==> config.mk <==
export PLATFORM = sky130hd
export DESIGN_NAME = lnf_regs
export DESIGN_NICKNAME = d
export VERILOG_FILES = /design/src/rtl/lnf_pkg.sv /design/src/rtl/lnf_regs.sv
export SDC_FILE = /design/constraint.sdc
export NUM_CORES = 1
export LEC_CHECK = 0
export BUFFER_PORTS_ARGS = -buffer_cell sky130_fd_sc_hd__buf_2
export CELL_PAD_IN_SITES_DETAIL_PLACEMENT = 2
export CELL_PAD_IN_SITES_GLOBAL_PLACEMENT = 2
export CORE_MARGIN = 2
export CORE_UTILIZATION = 30
export CTS_CLUSTER_DIAMETER = 150
export DETAILED_ROUTE_END_ITERATION = 16
export GPL_ROUTABILITY_DRIVEN = 0
export PLACE_DENSITY_LB_ADDON = 0.1
export SLEW_MARGIN = 5
export SYNTH_ARGS = -nofsm -noshare
export SYNTH_HDL_FRONTEND = slang
export SYNTH_SLANG_ARGS = --single-unit
export TNS_END_PERCENT = 100
==> constraint.sdc <==
create_clock -name aclk -period 2 [get_ports aclk]
set_input_delay 0.2 -clock aclk [delete_from_list [all_inputs] [get_ports aclk]]
set_output_delay 0.2 -clock aclk [all_outputs]
set_load 0.01 [all_outputs]
==> src/rtl/lnf_pkg.sv <==
// How it works
// - Node ID is bus number plus node number
// - Valid flag clears on reset, sets on node
// - Root flag follows PHY root report while bus reset is high
// - Cable power bit follows PHY report
// - Node number loaded from PHY after self-ID
// - Reserved bits read as zero
// - Read-complete clears when a request set
// - PHY return stores address, data, sets complete
// - Request bit starts PHY request, clears sent
// - Address field targets register, byte for writes
// - Master sends timer, else loads from start
// - Timer free-runs when enabled without starts
// - Offset counts modulo 3072, wrap is cycle
// - Count modulo 8000, seconds modulo 128
// - External 8 kHz tick zeroes offset
// - Local source needs its filter bit
// - Remote accepted only with accept-all bit
// - Node N maps to low or high bit
// - Bus reset clears per-node bits only
// - Filter writes ignored during bus reset flag
package lnf_pkg;
  // ----------------------------------------
  // Register byte offsets
  // ----------------------------------------
  localparam logic [11:0] OFS_NODE_ID   = 12'h0E8;
  localparam logic [11:0] OFS_PHY_ACC   = 12'h0EC;
  localparam logic [11:0] OFS_CYC_TMR   = 12'h0F0;
  localparam logic [11:0] OFS_FHI_SET   = 12'h100;
  localparam logic [11:0] OFS_FHI_CLR   = 12'h104;
  localparam logic [11:0] OFS_FLO_SET   = 12'h108;
  localparam logic [11:0] OFS_FLO_CLR   = 12'h10C;
  localparam logic [11:0] OFS_LINK_CTL  = 12'h120;
  // ----------------------------------------
  // Field positions
  // ----------------------------------------
  localparam int NID_VALID_BIT  = 31;
  localparam int NID_ROOT_BIT   = 30;
  localparam int NID_CPS_BIT    = 27;
  localparam int PHY_DONE_BIT   = 31;
  localparam int PHY_RD_BIT     = 15;
  localparam int PHY_WR_BIT     = 14;
  localparam int FHI_ALL_BIT    = 31;
  localparam int LCTL_MASTER_BIT = 1;
  localparam int LCTL_ENABLE_BIT = 0;
  localparam int LCTL_EXT_BIT   = 2;
  localparam int LCTL_BRST_BIT  = 3;
  // ----------------------------------------
  // Reset values and timer moduli
  // ----------------------------------------
  localparam logic [9:0]  BUS_NUM_RST   = 10'h3FF;
  localparam logic [5:0]  NODE_NUM_RST  = 6'h3F;
  localparam logic [11:0] OFFSET_MAX    = 12'hBFF;  // 3072 - 1
  localparam logic [12:0] CYCLE_MAX     = 13'h1F3F; // 8000 - 1
  localparam logic [6:0]  SECONDS_MAX   = 7'h7F;    // 128 - 1
  localparam logic [1:0]  RESP_OKAY     = 2'h0;
  localparam logic [1:0]  RESP_SLVERR   = 2'h2;
  typedef enum logic [1:0] {PHY_IDLE, PHY_BUSY} lnf_phy_st_t;
endpackage

==> src/rtl/lnf_regs.sv <==
// Local design decision: register access over AXI4-Lite.
`timescale 1ns/10ps
module lnf_regs (
  // Clock and reset
  input  wire logic        aclk,
  input  wire logic        aresetn,
  // AXI4-Lite write address
  input  wire logic [11:0] s_axi_awaddr,
  input  wire logic        s_axi_awvalid,
  output logic             s_axi_awready,
  // AXI4-Lite write data
  input  wire logic [31:0] s_axi_wdata,
  input  wire logic [3:0]  s_axi_wstrb,
  input  wire logic        s_axi_wvalid,
  output logic             s_axi_wready,
  // AXI4-Lite write response
  output logic [1:0]       s_axi_bresp,
  output logic             s_axi_bvalid,
  input  wire logic        s_axi_bready,
  // AXI4-Lite read address
  input  wire logic [11:0] s_axi_araddr,
  input  wire logic        s_axi_arvalid,
  output logic             s_axi_arready,
  // AXI4-Lite read data
  output logic [31:0]      s_axi_rdata,
  output logic [1:0]       s_axi_rresp,
  output logic             s_axi_rvalid,
  input  wire logic        s_axi_rready,
  // PHY core status (asynchronous)
  input  wire logic        phy_bus_reset,
  input  wire logic        phy_self_id_done,
  input  wire logic [5:0]  phys_node_number,
  input  wire logic        phy_is_root,
  input  wire logic        cable_power_ok,
  // PHY register request / answer
  output logic             phy_req_valid,
  output logic             phy_req_write,
  output logic [3:0]       phy_req_addr,
  output logic [7:0]       phy_req_data,
  input  wire logic        phy_req_ack,
  input  wire logic        phy_ret_valid,
  input  wire logic [3:0]  phy_returned_address,
  input  wire logic [7:0]  phy_returned_data,
  // Cycle timer events (asynchronous)
  input  wire logic        cyc_tick_24m,
  input  wire logic        ext_tick_8k,
  input  wire logic        cyc_start_rx,
  input  wire logic [31:0] cyc_start_data,
  output logic [31:0]      cycle_timer,
  // Request filter lookup
  input  wire logic        flt_query,
  input  wire logic [9:0]  flt_src_bus,
  input  wire logic [5:0]  flt_src_node,
  output logic             flt_accept,
  output logic [15:0]      node_id
);

  // ----------------------------------------
  // Input synchronisers
  // ----------------------------------------
  localparam int NSYNC = 16;
  logic [NSYNC-1:0] sy1_r;
  logic [NSYNC-1:0] sy2_r;
  logic [NSYNC-1:0] syp_r;

  // Two-stage capture of pin-side inputs
  always_ff @(posedge aclk) begin
    if (!aresetn) begin
      sy1_r <= '0;
      sy2_r <= '0;
      syp_r <= '0;
    end else begin
      sy1_r <= {phy_bus_reset, phy_self_id_done, phys_node_number, phy_is_root,
                cable_power_ok, phy_req_ack, phy_ret_valid, cyc_tick_24m,
                ext_tick_8k, cyc_start_rx, flt_query};
      sy2_r <= sy1_r;
      syp_r <= sy2_r;
    end
  end

  logic       s_brst, s_sid, s_root, s_cps, s_ack, s_ret, s_tick, s_ext, s_cs, s_q;
  logic [5:0] s_node;
  assign s_brst = sy2_r[15];
  assign s_sid  = sy2_r[14];
  assign s_node = sy2_r[13:8];
  assign s_root = sy2_r[7];
  assign s_cps  = sy2_r[6];
  assign s_ack  = sy2_r[5];
  assign s_ret  = sy2_r[4];
  assign s_tick = sy2_r[3];
  assign s_ext  = sy2_r[2];
  assign s_cs   = sy2_r[1];
  assign s_q    = sy2_r[0];

  // Rising-edge events from synchronised levels
  logic e_brst, e_sid, e_ack, e_ret, e_tick, e_ext, e_cs, e_q;
  assign e_brst = s_brst & ~syp_r[15];
  assign e_sid  = s_sid  & ~syp_r[14];
  assign e_ack  = s_ack  & ~syp_r[5];
  assign e_ret  = s_ret  & ~syp_r[4];
  assign e_tick = s_tick & ~syp_r[3];
  assign e_ext  = s_ext  & ~syp_r[2];
  assign e_cs   = s_cs   & ~syp_r[1];
  assign e_q    = s_q    & ~syp_r[0];

  // ----------------------------------------
  // AXI4-Lite slave
  // ----------------------------------------
  logic [11:0] awaddr_r;
  logic [31:0] wdata_r;
  logic        aw_have_r, w_have_r;
  logic        wr_fire;
  assign wr_fire = aw_have_r & w_have_r & ~s_axi_bvalid;

  function automatic logic hit(input logic [11:0] a, input logic [11:0] o);
    return a[11:2] == o[11:2];
  endfunction

  function automatic logic mapped(input logic [11:0] a);
    return hit(a, lnf_pkg::OFS_NODE_ID) | hit(a, lnf_pkg::OFS_PHY_ACC) |
           hit(a, lnf_pkg::OFS_CYC_TMR) | hit(a, lnf_pkg::OFS_FHI_SET) |
           hit(a, lnf_pkg::OFS_FHI_CLR) | hit(a, lnf_pkg::OFS_FLO_SET) |
           hit(a, lnf_pkg::OFS_FLO_CLR) | hit(a, lnf_pkg::OFS_LINK_CTL);
  endfunction

  // Write address and data capture, either order
  always_ff @(posedge aclk) begin
    if (!aresetn) begin
      aw_have_r     <= 1'b0;
      w_have_r      <= 1'b0;
      awaddr_r      <= '0;
      wdata_r       <= '0;
      s_axi_awready <= 1'b0;
      s_axi_wready  <= 1'b0;
      s_axi_bvalid  <= 1'b0;
      s_axi_bresp   <= lnf_pkg::RESP_OKAY;
    end else begin
      s_axi_awready <= ~aw_have_r & ~s_axi_awready & ~s_axi_bvalid;
      s_axi_wready  <= ~w_have_r & ~s_axi_wready & ~s_axi_bvalid;
      if (s_axi_awvalid && s_axi_awready) begin
        aw_have_r <= 1'b1;
        awaddr_r  <= s_axi_awaddr;
      end
      if (s_axi_wvalid && s_axi_wready) begin
        w_have_r <= 1'b1;
        wdata_r  <= s_axi_wdata;
      end
      if (wr_fire) begin
        aw_have_r    <= 1'b0;
        w_have_r     <= 1'b0;
        s_axi_bvalid <= 1'b1;
        s_axi_bresp  <= mapped(awaddr_r) ? lnf_pkg::RESP_OKAY : lnf_pkg::RESP_SLVERR;
      end else if (s_axi_bvalid && s_axi_bready) begin
        s_axi_bvalid <= 1'b0;
      end
    end
  end

  logic wr_nid, wr_phy, wr_cyc, wr_hs, wr_hc, wr_ls, wr_lc, wr_ctl;
  assign wr_nid = wr_fire & hit(awaddr_r, lnf_pkg::OFS_NODE_ID);
  assign wr_phy = wr_fire & hit(awaddr_r, lnf_pkg::OFS_PHY_ACC);
  assign wr_cyc = wr_fire & hit(awaddr_r, lnf_pkg::OFS_CYC_TMR);
  assign wr_hs  = wr_fire & hit(awaddr_r, lnf_pkg::OFS_FHI_SET);
  assign wr_hc  = wr_fire & hit(awaddr_r, lnf_pkg::OFS_FHI_CLR);
  assign wr_ls  = wr_fire & hit(awaddr_r, lnf_pkg::OFS_FLO_SET);
  assign wr_lc  = wr_fire & hit(awaddr_r, lnf_pkg::OFS_FLO_CLR);
  assign wr_ctl = wr_fire & hit(awaddr_r, lnf_pkg::OFS_LINK_CTL);

  // ----------------------------------------
  // Link control (master, enable, ext ref, reset flag)
  // ----------------------------------------
  logic [3:0] lctl_r;
  always_ff @(posedge aclk) begin
    if (!aresetn) begin
      lctl_r <= 4'h0;
    end else begin
      lctl_r[2:0] <= wr_ctl ? wdata_r[2:0] : lctl_r[2:0];
      if (e_brst) begin
        lctl_r[lnf_pkg::LCTL_BRST_BIT] <= 1'b1;  // Set wins over clear
      end else if (wr_ctl && wdata_r[lnf_pkg::LCTL_BRST_BIT]) begin
        lctl_r[lnf_pkg::LCTL_BRST_BIT] <= 1'b0;  // Write one to clear
      end
    end
  end
  logic brst_flag;
  assign brst_flag = lctl_r[lnf_pkg::LCTL_BRST_BIT];

  // ----------------------------------------
  // Node identity
  // ----------------------------------------
  logic       valid_r, root_r, cps_r;
  logic [9:0] busnum_r;
  logic [5:0] nodenum_r;
  always_ff @(posedge aclk) begin
    if (!aresetn) begin
      valid_r   <= 1'b0;
      root_r    <= 1'b0;
      cps_r     <= 1'b0;
      busnum_r  <= lnf_pkg::BUS_NUM_RST;
      nodenum_r <= lnf_pkg::NODE_NUM_RST;
    end else begin
      cps_r <= s_cps;
      if (s_brst) begin
        root_r <= s_root;
      end
      if (e_sid) begin
        nodenum_r <= s_node;
        valid_r   <= 1'b1;
      end else if (e_brst) begin
        valid_r <= 1'b0;
      end
      if (wr_nid) begin
        busnum_r <= wdata_r[15:6];
      end
    end
  end

  logic [31:0] nid_word;
  // Reserved bits tied low
  assign nid_word = {valid_r, root_r, 2'b00, cps_r, 11'h000, busnum_r, nodenum_r};

  // ----------------------------------------
  // PHY register access
  // ----------------------------------------
  lnf_pkg::lnf_phy_st_t phy_st;
  logic       rdreq_r, wrreq_r, done_r;
  logic [3:0] tgt_r, raddr_r;
  logic [7:0] wbyte_r, rdata_r;
  always_ff @(posedge aclk) begin
    if (!aresetn) begin
      phy_st        <= lnf_pkg::PHY_IDLE;
      rdreq_r       <= 1'b0;
      wrreq_r       <= 1'b0;
      done_r        <= 1'b0;
      tgt_r         <= 4'h0;
      wbyte_r       <= 8'h00;
      raddr_r       <= 4'h0;
      rdata_r       <= 8'h00;
      phy_req_valid <= 1'b0;
      phy_req_write <= 1'b0;
      phy_req_addr  <= 4'h0;
      phy_req_data  <= 8'h00;
    end else begin
      if (e_ret) begin
        raddr_r <= phy_returned_address;
        rdata_r <= phy_returned_data;
        done_r  <= 1'b1;
      end else if (wr_phy && (wdata_r[lnf_pkg::PHY_RD_BIT] || wdata_r[lnf_pkg::PHY_WR_BIT])) begin
        done_r <= 1'b0;
      end
      case (phy_st)
        lnf_pkg::PHY_IDLE: begin
          if (wr_phy) begin
            tgt_r   <= wdata_r[11:8];
            wbyte_r <= wdata_r[7:0];
            rdreq_r <= wdata_r[lnf_pkg::PHY_RD_BIT];
            wrreq_r <= wdata_r[lnf_pkg::PHY_WR_BIT] & ~wdata_r[lnf_pkg::PHY_RD_BIT];
          end else if (rdreq_r || wrreq_r) begin
            phy_req_valid <= 1'b1;
            phy_req_write <= wrreq_r;
            phy_req_addr  <= tgt_r;
            phy_req_data  <= wrreq_r ? wbyte_r : 8'h00;
            phy_st        <= lnf_pkg::PHY_BUSY;
          end
        end
        lnf_pkg::PHY_BUSY: begin
          if (e_ack) begin
            phy_req_valid <= 1'b0;
            rdreq_r       <= 1'b0;
            wrreq_r       <= 1'b0;
            phy_st        <= lnf_pkg::PHY_IDLE;
          end
        end
        default: phy_st <= lnf_pkg::PHY_IDLE;
      endcase
    end
  end

  logic [31:0] phy_word;
  assign phy_word = {done_r, 3'b000, raddr_r, rdata_r, rdreq_r, wrreq_r, 2'b00,
                     tgt_r, wbyte_r};

  // ----------------------------------------
  // Cycle timer
  // ----------------------------------------
  logic [6:0]  sec_r;
  logic [12:0] cnt_r;
  logic [11:0] off_r;
  logic        owrap, cwrap;
  assign owrap = (off_r == lnf_pkg::OFFSET_MAX);
  assign cwrap = (cnt_r == lnf_pkg::CYCLE_MAX);
  always_ff @(posedge aclk) begin
    if (!aresetn) begin
      sec_r <= 7'h00;
      cnt_r <= 13'h0000;
      off_r <= 12'h000;
    end else if (wr_cyc) begin
      {sec_r, cnt_r, off_r} <= wdata_r;
    end else if (e_cs && !lctl_r[lnf_pkg::LCTL_MASTER_BIT]) begin
      {sec_r, cnt_r, off_r} <= cyc_start_data;
    end else if (lctl_r[lnf_pkg::LCTL_EXT_BIT] && e_ext) begin
      off_r <= 12'h000;
    end else if (lctl_r[lnf_pkg::LCTL_ENABLE_BIT] && e_tick) begin
      off_r <= owrap ? 12'h000 : off_r + 12'h001;
      if (owrap) begin
        cnt_r <= cwrap ? 13'h0000 : cnt_r + 13'h0001;
        if (cwrap) begin
          sec_r <= (sec_r == lnf_pkg::SECONDS_MAX) ? 7'h00 : sec_r + 7'h01;
        end
      end
    end
  end

  // Timer value offered to the cycle start sender
  always_ff @(posedge aclk) begin
    if (!aresetn) begin
      cycle_timer <= '0;
    end else begin
      cycle_timer <= {sec_r, cnt_r, off_r};
    end
  end

  // ----------------------------------------
  // Asynchronous request filters
  // ----------------------------------------
  logic [31:0] fhi_r, flo_r;
  always_ff @(posedge aclk) begin
    if (!aresetn) begin
      fhi_r <= 32'h0000_0000;
      flo_r <= 32'h0000_0000;
    end else if (e_brst) begin
      fhi_r <= {fhi_r[lnf_pkg::FHI_ALL_BIT], 31'h0};
      flo_r <= 32'h0000_0000;
    end else if (!brst_flag) begin
      if (wr_hs) fhi_r <= fhi_r | wdata_r;
      if (wr_hc) fhi_r <= fhi_r & ~wdata_r;
      if (wr_ls) flo_r <= flo_r | wdata_r;
      if (wr_lc) flo_r <= flo_r & ~wdata_r;
    end
  end

  // Lookup of one incoming request's source
  logic       node_bit;
  logic [9:0] q_bus;
  logic [5:0] q_node;
  assign q_bus  = flt_src_bus;
  assign q_node = flt_src_node;
  assign node_bit = q_node[5] ? fhi_r[q_node[4:0]] & (q_node[4:0] != 5'h1F)
                              : flo_r[q_node[4:0]];
  always_ff @(posedge aclk) begin
    if (!aresetn) begin
      flt_accept <= 1'b0;
      node_id    <= 16'h0000;
    end else begin
      node_id <= {busnum_r, nodenum_r};
      if (e_q) begin
        if (q_bus == busnum_r || q_bus == lnf_pkg::BUS_NUM_RST) begin
          flt_accept <= node_bit;
        end else begin
          flt_accept <= fhi_r[lnf_pkg::FHI_ALL_BIT];
        end
      end
    end
  end

  // ----------------------------------------
  // Read channel
  // ----------------------------------------
  always_ff @(posedge aclk) begin
    if (!aresetn) begin
      s_axi_arready <= 1'b0;
      s_axi_rvalid  <= 1'b0;
      s_axi_rdata   <= '0;
      s_axi_rresp   <= lnf_pkg::RESP_OKAY;
    end else begin
      s_axi_arready <= ~s_axi_arready & ~s_axi_rvalid;
      if (s_axi_arvalid && s_axi_arready) begin
        s_axi_rvalid <= 1'b1;
        s_axi_rresp  <= mapped(s_axi_araddr) ? lnf_pkg::RESP_OKAY : lnf_pkg::RESP_SLVERR;
        if (hit(s_axi_araddr, lnf_pkg::OFS_NODE_ID))       s_axi_rdata <= nid_word;
        else if (hit(s_axi_araddr, lnf_pkg::OFS_PHY_ACC))  s_axi_rdata <= phy_word;
        else if (hit(s_axi_araddr, lnf_pkg::OFS_CYC_TMR))  s_axi_rdata <= {sec_r, cnt_r, off_r};
        else if (hit(s_axi_araddr, lnf_pkg::OFS_FHI_SET) ||
                 hit(s_axi_araddr, lnf_pkg::OFS_FHI_CLR))  s_axi_rdata <= fhi_r;
        else if (hit(s_axi_araddr, lnf_pkg::OFS_FLO_SET) ||
                 hit(s_axi_araddr, lnf_pkg::OFS_FLO_CLR))  s_axi_rdata <= flo_r;
        else if (hit(s_axi_araddr, lnf_pkg::OFS_LINK_CTL)) s_axi_rdata <= {28'h0, lctl_r};
        else                                               s_axi_rdata <= 32'h0000_0000;
      end else if (s_axi_rvalid && s_axi_rready) begin
        s_axi_rvalid <= 1'b0;
      end
    end
  end

endmodule

==> Yosys cells after proc, flatten, opt, wreduce, memory -nomap -nowiden <==
Index checks and enable logic that the tools add are counted.
{ "totals": {"register_bits": 346, "elab_cells": 239, "input_bits": 143, "out_inout_bits": 104} }
{ "op_classes": {"eq_ne": 28, "n_mux": 59, "order_cmp": 1, "n_bitwise": 64, "n_reduce_logical": 41, "addsub": 3} }
{ "op_table": {"columns": ["cell", "count"], "rows": [
  ["2-to-1 mux 32 bit", 9],
  ["== test 10 x 7 -> 1 bit (second input constant)", 10],
  ["2-to-1 mux 13 bit", 6],
  ["AND 32 bit", 2],
  ["bitwise OR 32 bit", 2],
  ["== test 10 x 6 -> 1 bit (second input constant)", 6],
  ["2-to-1 mux 12 bit", 5],
  ["2-to-1 mux 7 bit", 7],
  ["inverter 32 bit", 1],
  ["AND 1 bit", 25],
  ["inverter 1 bit", 20],
  ["2-to-1 mux 1 bit", 19],
  ["nonzero test 2 bit", 8],
  ["AND reduction 3 bit", 5],
  ["bitwise OR 1 bit", 14],
  ["adder 13 x 1 -> 13 bit (second input constant)", 1],
  ["== test 13 bit (second input constant)", 1],
  ["adder 12 x 1 -> 12 bit (second input constant)", 1],
  ["== test 12 bit (second input constant)", 1],
  ["binary-select mux 1 bit (select 5 bit)", 2],
  ["== test 10 bit", 1],
  ["== test 10 bit (second input constant)", 1],
  ["logical AND 1 bit", 10],
  ["2-to-1 mux 2 bit", 5],
  ["other kinds (19)", 34]
]} }

==> Logic depth before layout (Yosys ltp) <==
{ "logic_depth": {"ltp_word": 9, "mapped_depth": 9, "depth_no_buf": 7} }

==> Worst setup path before layout <==
OpenSTA, ideal clock, no wires.
{ "synth_path": {"path_type": "register -> register", "start": "register awaddr_r[2]", "end": "register cnt_r[8]", "t_arrival_ps": 1925, "t_required_ps": 1868, "n_path_buf": 3, "stages_incl_launch_ff": 8, "period_less_slack_ps": 2057, "setup_time_ps": 132, "slack_ps": -57, "cell_sequence": "dfxtp_1 clkbuf_1 or3b_4 or4_4 buf_6 buf_2 o211ai_1 a21oi_1"} }
{ "synth_via": {"elab_chain_cells": 4, "word_cells_on_any_way": 7, "cone_classes": "eq/ne: 2; mux: 1; bitwise: 1; reduce/logical: 3"} }
{ "synth_lines": {"columns": ["element", "line_no", "text"], "rows": [
  ["from (decl)", "lnf_regs.sv:109", "logic [11:0] awaddr_r;"],
  ["from (signal assigned)", "lnf_regs.sv:142", "awaddr_r <= s_axi_awaddr;"],
  ["== test 10 x 6 -> 1 bit *", "lnf_regs.sv:116", "return a[11:2] == o[11:2];"],
  ["AND 1 bit *", "lnf_regs.sv:162", "assign wr_cyc = wr_fire & hit(awaddr_r, lnf_pkg::OFS_CYC_TMR);"],
  ["!= test 3 bit (no source line) or nonzero test 3 bit (tied branches)", null, null],
  ["AND reduction 3 bit (no source line)", null, null],
  ["to (signal assigned)", "lnf_regs.sv:298", "{sec_r, cnt_r, off_r} <= wdata_r;"],
  ["to (signal assigned)", "lnf_regs.sv:300", "{sec_r, cnt_r, off_r} <= cyc_start_data;"],
  ["to (signal assigned)", "lnf_regs.sv:306", "cnt_r <= cwrap ? 13'h0000 : cnt_r + 13'h0001;"],
  ["to (decl)", "lnf_regs.sv:287", "logic [12:0] cnt_r;"]
]} }
Mark *: on every way between the ends. The rest lies on a longest branch, timed or not.
A chain may end at the register's enable or synchronous reset.

==> Worst setup path in the final report <==
{ "layout_path": {"start": "register awaddr_r[11]", "end": "register cnt_r[12]"} }
The elaborated chain is that of the path after synthesis.

==> results.yml <==
clock_tree:
  tritoncts: "built"
  clk_pin_slew_ns: 0.06
  root_buffer: "clkbuf_16"
  htree_levels: 2
  clock_latency_ns: 0.58
  cts_buffer_depth: 3
  cts_buffers: 41
  cts_sinks: 332
critical_path:
  crit_cells: 10
  cp_slowest_cell: "or3b_4"
  worstSetupEndpoint: "cnt_r[12]"
  rrSetupSlack_ns: -0.12
  crit_top_cell: "buf_4"
  cp_num_buf_inv: 4
  rr_endpoint: "cnt_r[12]"
  max_stage_delay_ns: 0.40
  crit_path_max_fanout: 7
  path_class: "reg2reg"
  crit_chain: "or3b_4, buf_4, nor4_4, buf_4, buf_12, buf_8, nor3_2, a311oi_1, nand2_1, a21oi_2"
  reg2reg_depth: 10
  cp_top_family: "simple AND/OR/NAND/NOR gates"
  cp-end-kind: "register"
  required_ns: 2.50
  r2r_start: "awaddr_r[11]"
  startpoint_type: "register"
  worst_ep_arrival_time_ns: 2.62
  crit_path_start: "awaddr_r[11]"
power:
  power_density_nw_per_um2: 794.8
  power.switching_mw: 4.055
  p_leak_nw: 8.954
  switching_share_pct: 24.93
  power_mw: 16.27
  p_comb_share_pct: 8.7
  p_int_mw: 12.21
  pwr-share-seq_pct: 43.1
  ir_worst_vdd_mv: 0.5032
  clkPwrFrac_pct: 48.2
yosys:
  synth_cells: 1624
  synthArstFlopShare_pct: 0
  ys.flop_type: "dfxtp_1"
  ys_types: 64
  synth-edff-count: 0
  yosysSeqAreaShare_pct: 46.87
  ys_seq_elements: 332
  synth_area_um2: 14180
  yosys_warnings: 0
  syn_avg_cell_area_um2: 8.731
placement:
  dp.cells: 2492
  dp_hpwl_um: 44610
  port_buffers: 236
final_layout:
  insertedDiodeCount: 0
  fin_util_pct: 43.96
  instances_no_fill: 2678
  layout-drive-gt1-share_pct: 30.56
  syn_to_final_growth_pct: 44.33
  nets: 2190
die:
  core-area_um2: 46560
  die_w_um: 221.4
  ioPinCount: 247
  die_y_um: 221.4
  rows: 79
  start_util_pct: 30.46
  die-area_um2: 49020
detailed_routing:
  firstDrtPassIters: 5
  wire_per_inst_um: 24.60
  ant_nets: 0
  drt_iter0_markers: 777
  viasPerCell: 5.170
  route.detailed.drc: 0
  totalWireLength_um: 65890
  vias: 13840
sta:
  finalCritPeriodShare_pct: 105.8
  maxSlewHeadroom_pct: 22.02
  period_needed_ns: 2.116
  drv_slew: 0
  finalSetupViolations: 47
  rsz0062_at_grt: "true"
  tightest_slew_ns: 1.140
  skew_ns: 0.02718
  max_freq_mhz: 472.6
  whs_ns: 0.03263
  timing.final.hold_violations: 0
  setup_ws_ns: -0.1158
grt:
  antenna_found_initial: 1
  grt_use_total_pct: 25.63
  grt_max_degree: 63
  grt_overflow: 0
  grt_pass1_wl_um: 95770
  grt_pass1_vias: 15060
min_path:
  hold_class: "in2reg"
run_status:
  failed_checks: "negative setup slack"
  status: "complete, but fails checks"
job:
  cap_violations: 0
worst min-delay path: cells and delay by family:
family / cells / cell delay [ns]
AO/OA/AOI/OAI: 3 / 0.25
buffers and inverters: 1 / 0.11
cell families (layout without fill, tap and decap cells):
group / count (synthesis) / after routing / synth area share (%)
adder cells (fa/ha/maj): 3 / 3 / 0.2647
AND/OR/NAND/NOR: 697 / 697 / 22.85
buffers and inverters: 129 / 575 / 3.944
multiplexers: 151 / 151 / 11.89
flip-flops: 332 / 332 / 46.87
XOR/XNOR: 32 / 32 / 1.976
AO/OA/AOI/OAI: 279 / 279 / 12.17
other: 1 / 2 / 0.02645
cells in the mapped netlist, types with 2 or more instances:
| master | number | area share (%) |
|---|---|---|
| ha_1 | 3 | 0.26 |
| o21ai_0 | 34 | 1.2 |
| nand2b_1 | 13 | 0.57 |
| o221ai_1 | 11 | 0.68 |
| a211oi_1 | 20 | 1.1 |
| nor3_1 | 30 | 1.1 |
| nor2_1 | 191 | 5.1 |
| o311ai_0 | 2 | 0.12 |
| inv_2 | 2 | 0.053 |
| or3b_2 | 3 | 0.19 |
| nand3b_1 | 9 | 0.48 |
| or2_2 | 4 | 0.18 |
| o21ai_1 | 3 | 0.11 |
| clkbuf_1 | 81 | 2.1 |
| or4_1 | 2 | 0.11 |
| a221oi_1 | 23 | 1.4 |
| buf_2 | 21 | 0.74 |
| and2_1 | 91 | 4.0 |
| a311oi_1 | 5 | 0.31 |
| a21oi_1 | 132 | 4.7 |
| or3_1 | 3 | 0.13 |
| and3_1 | 4 | 0.18 |
| nor4b_1 | 3 | 0.19 |
| buf_4 | 6 | 0.32 |
| nor4_4 | 2 | 0.30 |
| o211ai_1 | 11 | 0.58 |
| nand2_1 | 267 | 7.1 |
| a2111oi_0 | 4 | 0.25 |
| xor2_1 | 16 | 0.99 |
| inv_1 | 15 | 0.40 |
| buf_6 | 2 | 0.16 |
| nor4_1 | 7 | 0.31 |
| a22o_1 | 2 | 0.12 |
| o22ai_1 | 6 | 0.26 |
| o2bb2ai_1 | 3 | 0.19 |
| nand3_1 | 35 | 1.2 |
| dfxtp_1 | 332 | 47 |
| nand4_1 | 6 | 0.26 |
| mux2i_1 | 137 | 9.7 |
| mux4_2 | 14 | 2.2 |
| or2_1 | 6 | 0.26 |
| a22oi_1 | 10 | 0.53 |
| a31oi_1 | 7 | 0.31 |
| nor2b_1 | 11 | 0.49 |
| xnor2_1 | 16 | 0.99 |
layout make-up:
class | instances | area, um2
fillers | 4982 | 26090
multi-input cells | 1164 | 7715
flip-flops and latches | 332 | 6660
repair buffers | 488 | 3875
clock buffers | 54 | 1145
well taps | 607 | 759.5
clock inverters | 16 | 245.2
inverters | 17 | 66.31
how the worst min path moves through the flow:
stage                         from        end  slack (ns)  cells past startpoint
6_report        cyc_start_data[23]  cnt_r[11]        0.03                      4
3_5_place_dp   phys_node_number[3]  sy1_r[11]        0.41                      2
5_1_grt         cyc_start_data[23]  cnt_r[11]        0.05                      4
2_1_floorplan            flt_query   sy1_r[0]        0.33                      1
4_1_cts         cyc_start_data[19]   cnt_r[7]        0.03                      4
3_3_place_gp   phys_node_number[0]   sy1_r[8]        0.41                      2
layer usage:
layer	global-route usage [%]	wire length, um	vias to the layer above	share of wire, %
met5	0	0	-	0
met4	6.387	1632	0	2.5
met3	4.820	3318	95	5.0
met2	42.75	31230	347	47
met1	34.05	29710	6979	45
li1	-	-	6423	-
power by group through the flow:
stage	Sequential (mW)	Combinational (mW)	Clock (mW)
floorplan	7.08	0.563	0
global placement	7.13	1.17	0
detailed placement	7.13	1.20	0
CTS	6.99	1.35	7.98
global route	7.03	1.53	8.29
finish	7.02	1.41	7.84
placed cells by master, fill, tap and decap left out, types with 7 or more instances in the layout:
master | netlist | final
a211oi_1 | 20 | 16
xnor2_1 | 16 | 16
dlygate4sd3_1 | 0 | 76
xor2_1 | 16 | 16
a22oi_1 | 10 | 9
nor3_1 | 30 | 27
a221oi_1 | 23 | 19
nor2_1 | 191 | 182
a21oi_1 | 132 | 113
clkbuf_16 | 0 | 50
dfxtp_1 | 332 | 323
o21ai_1 | 3 | 8
mux2i_1 | 137 | 135
nor2b_1 | 11 | 11
nand3_1 | 35 | 31
buf_6 | 2 | 11
o221ai_1 | 11 | 11
buf_12 | 0 | 24
inv_1 | 15 | 15
and2_1 | 91 | 87
dfxtp_2 | 0 | 8
buf_4 | 6 | 125
nand2b_1 | 13 | 13
buf_2 | 21 | 235
nand2_4 | 0 | 27
mux4_2 | 14 | 14
o211ai_1 | 11 | 11
clkbuf_8 | 0 | 7
o21ai_0 | 34 | 25
a21oi_2 | 0 | 16
nand3b_1 | 9 | 9
nand2_1 | 267 | 219
nand2_2 | 0 | 19
timing repair:
item	CTS	global route
setup endpoints to repair	119	128
resized for setup	50	161
gates cloned	6	11
pin swaps	18	72
hold buffers	76	0
buffers inserted	13	12
hold endpoints to repair	76	0
per-stage QoR:
step | cell area (um2) | worst slack [ns] | TNS, ns
after floorplan | 14210 | 0.003572 | 0
after global placement | 16880 | -0.2596 | -1.729
after detailed placement | 16880 | -0.2558 | -5.432
after CTS | 19550 | -0.05616 | -0.7009
after global routing | 20470 | -0.2357 | -9.904
final | 20470 | -0.1158 | -1.864
Power figures use the tool's default switching activity.
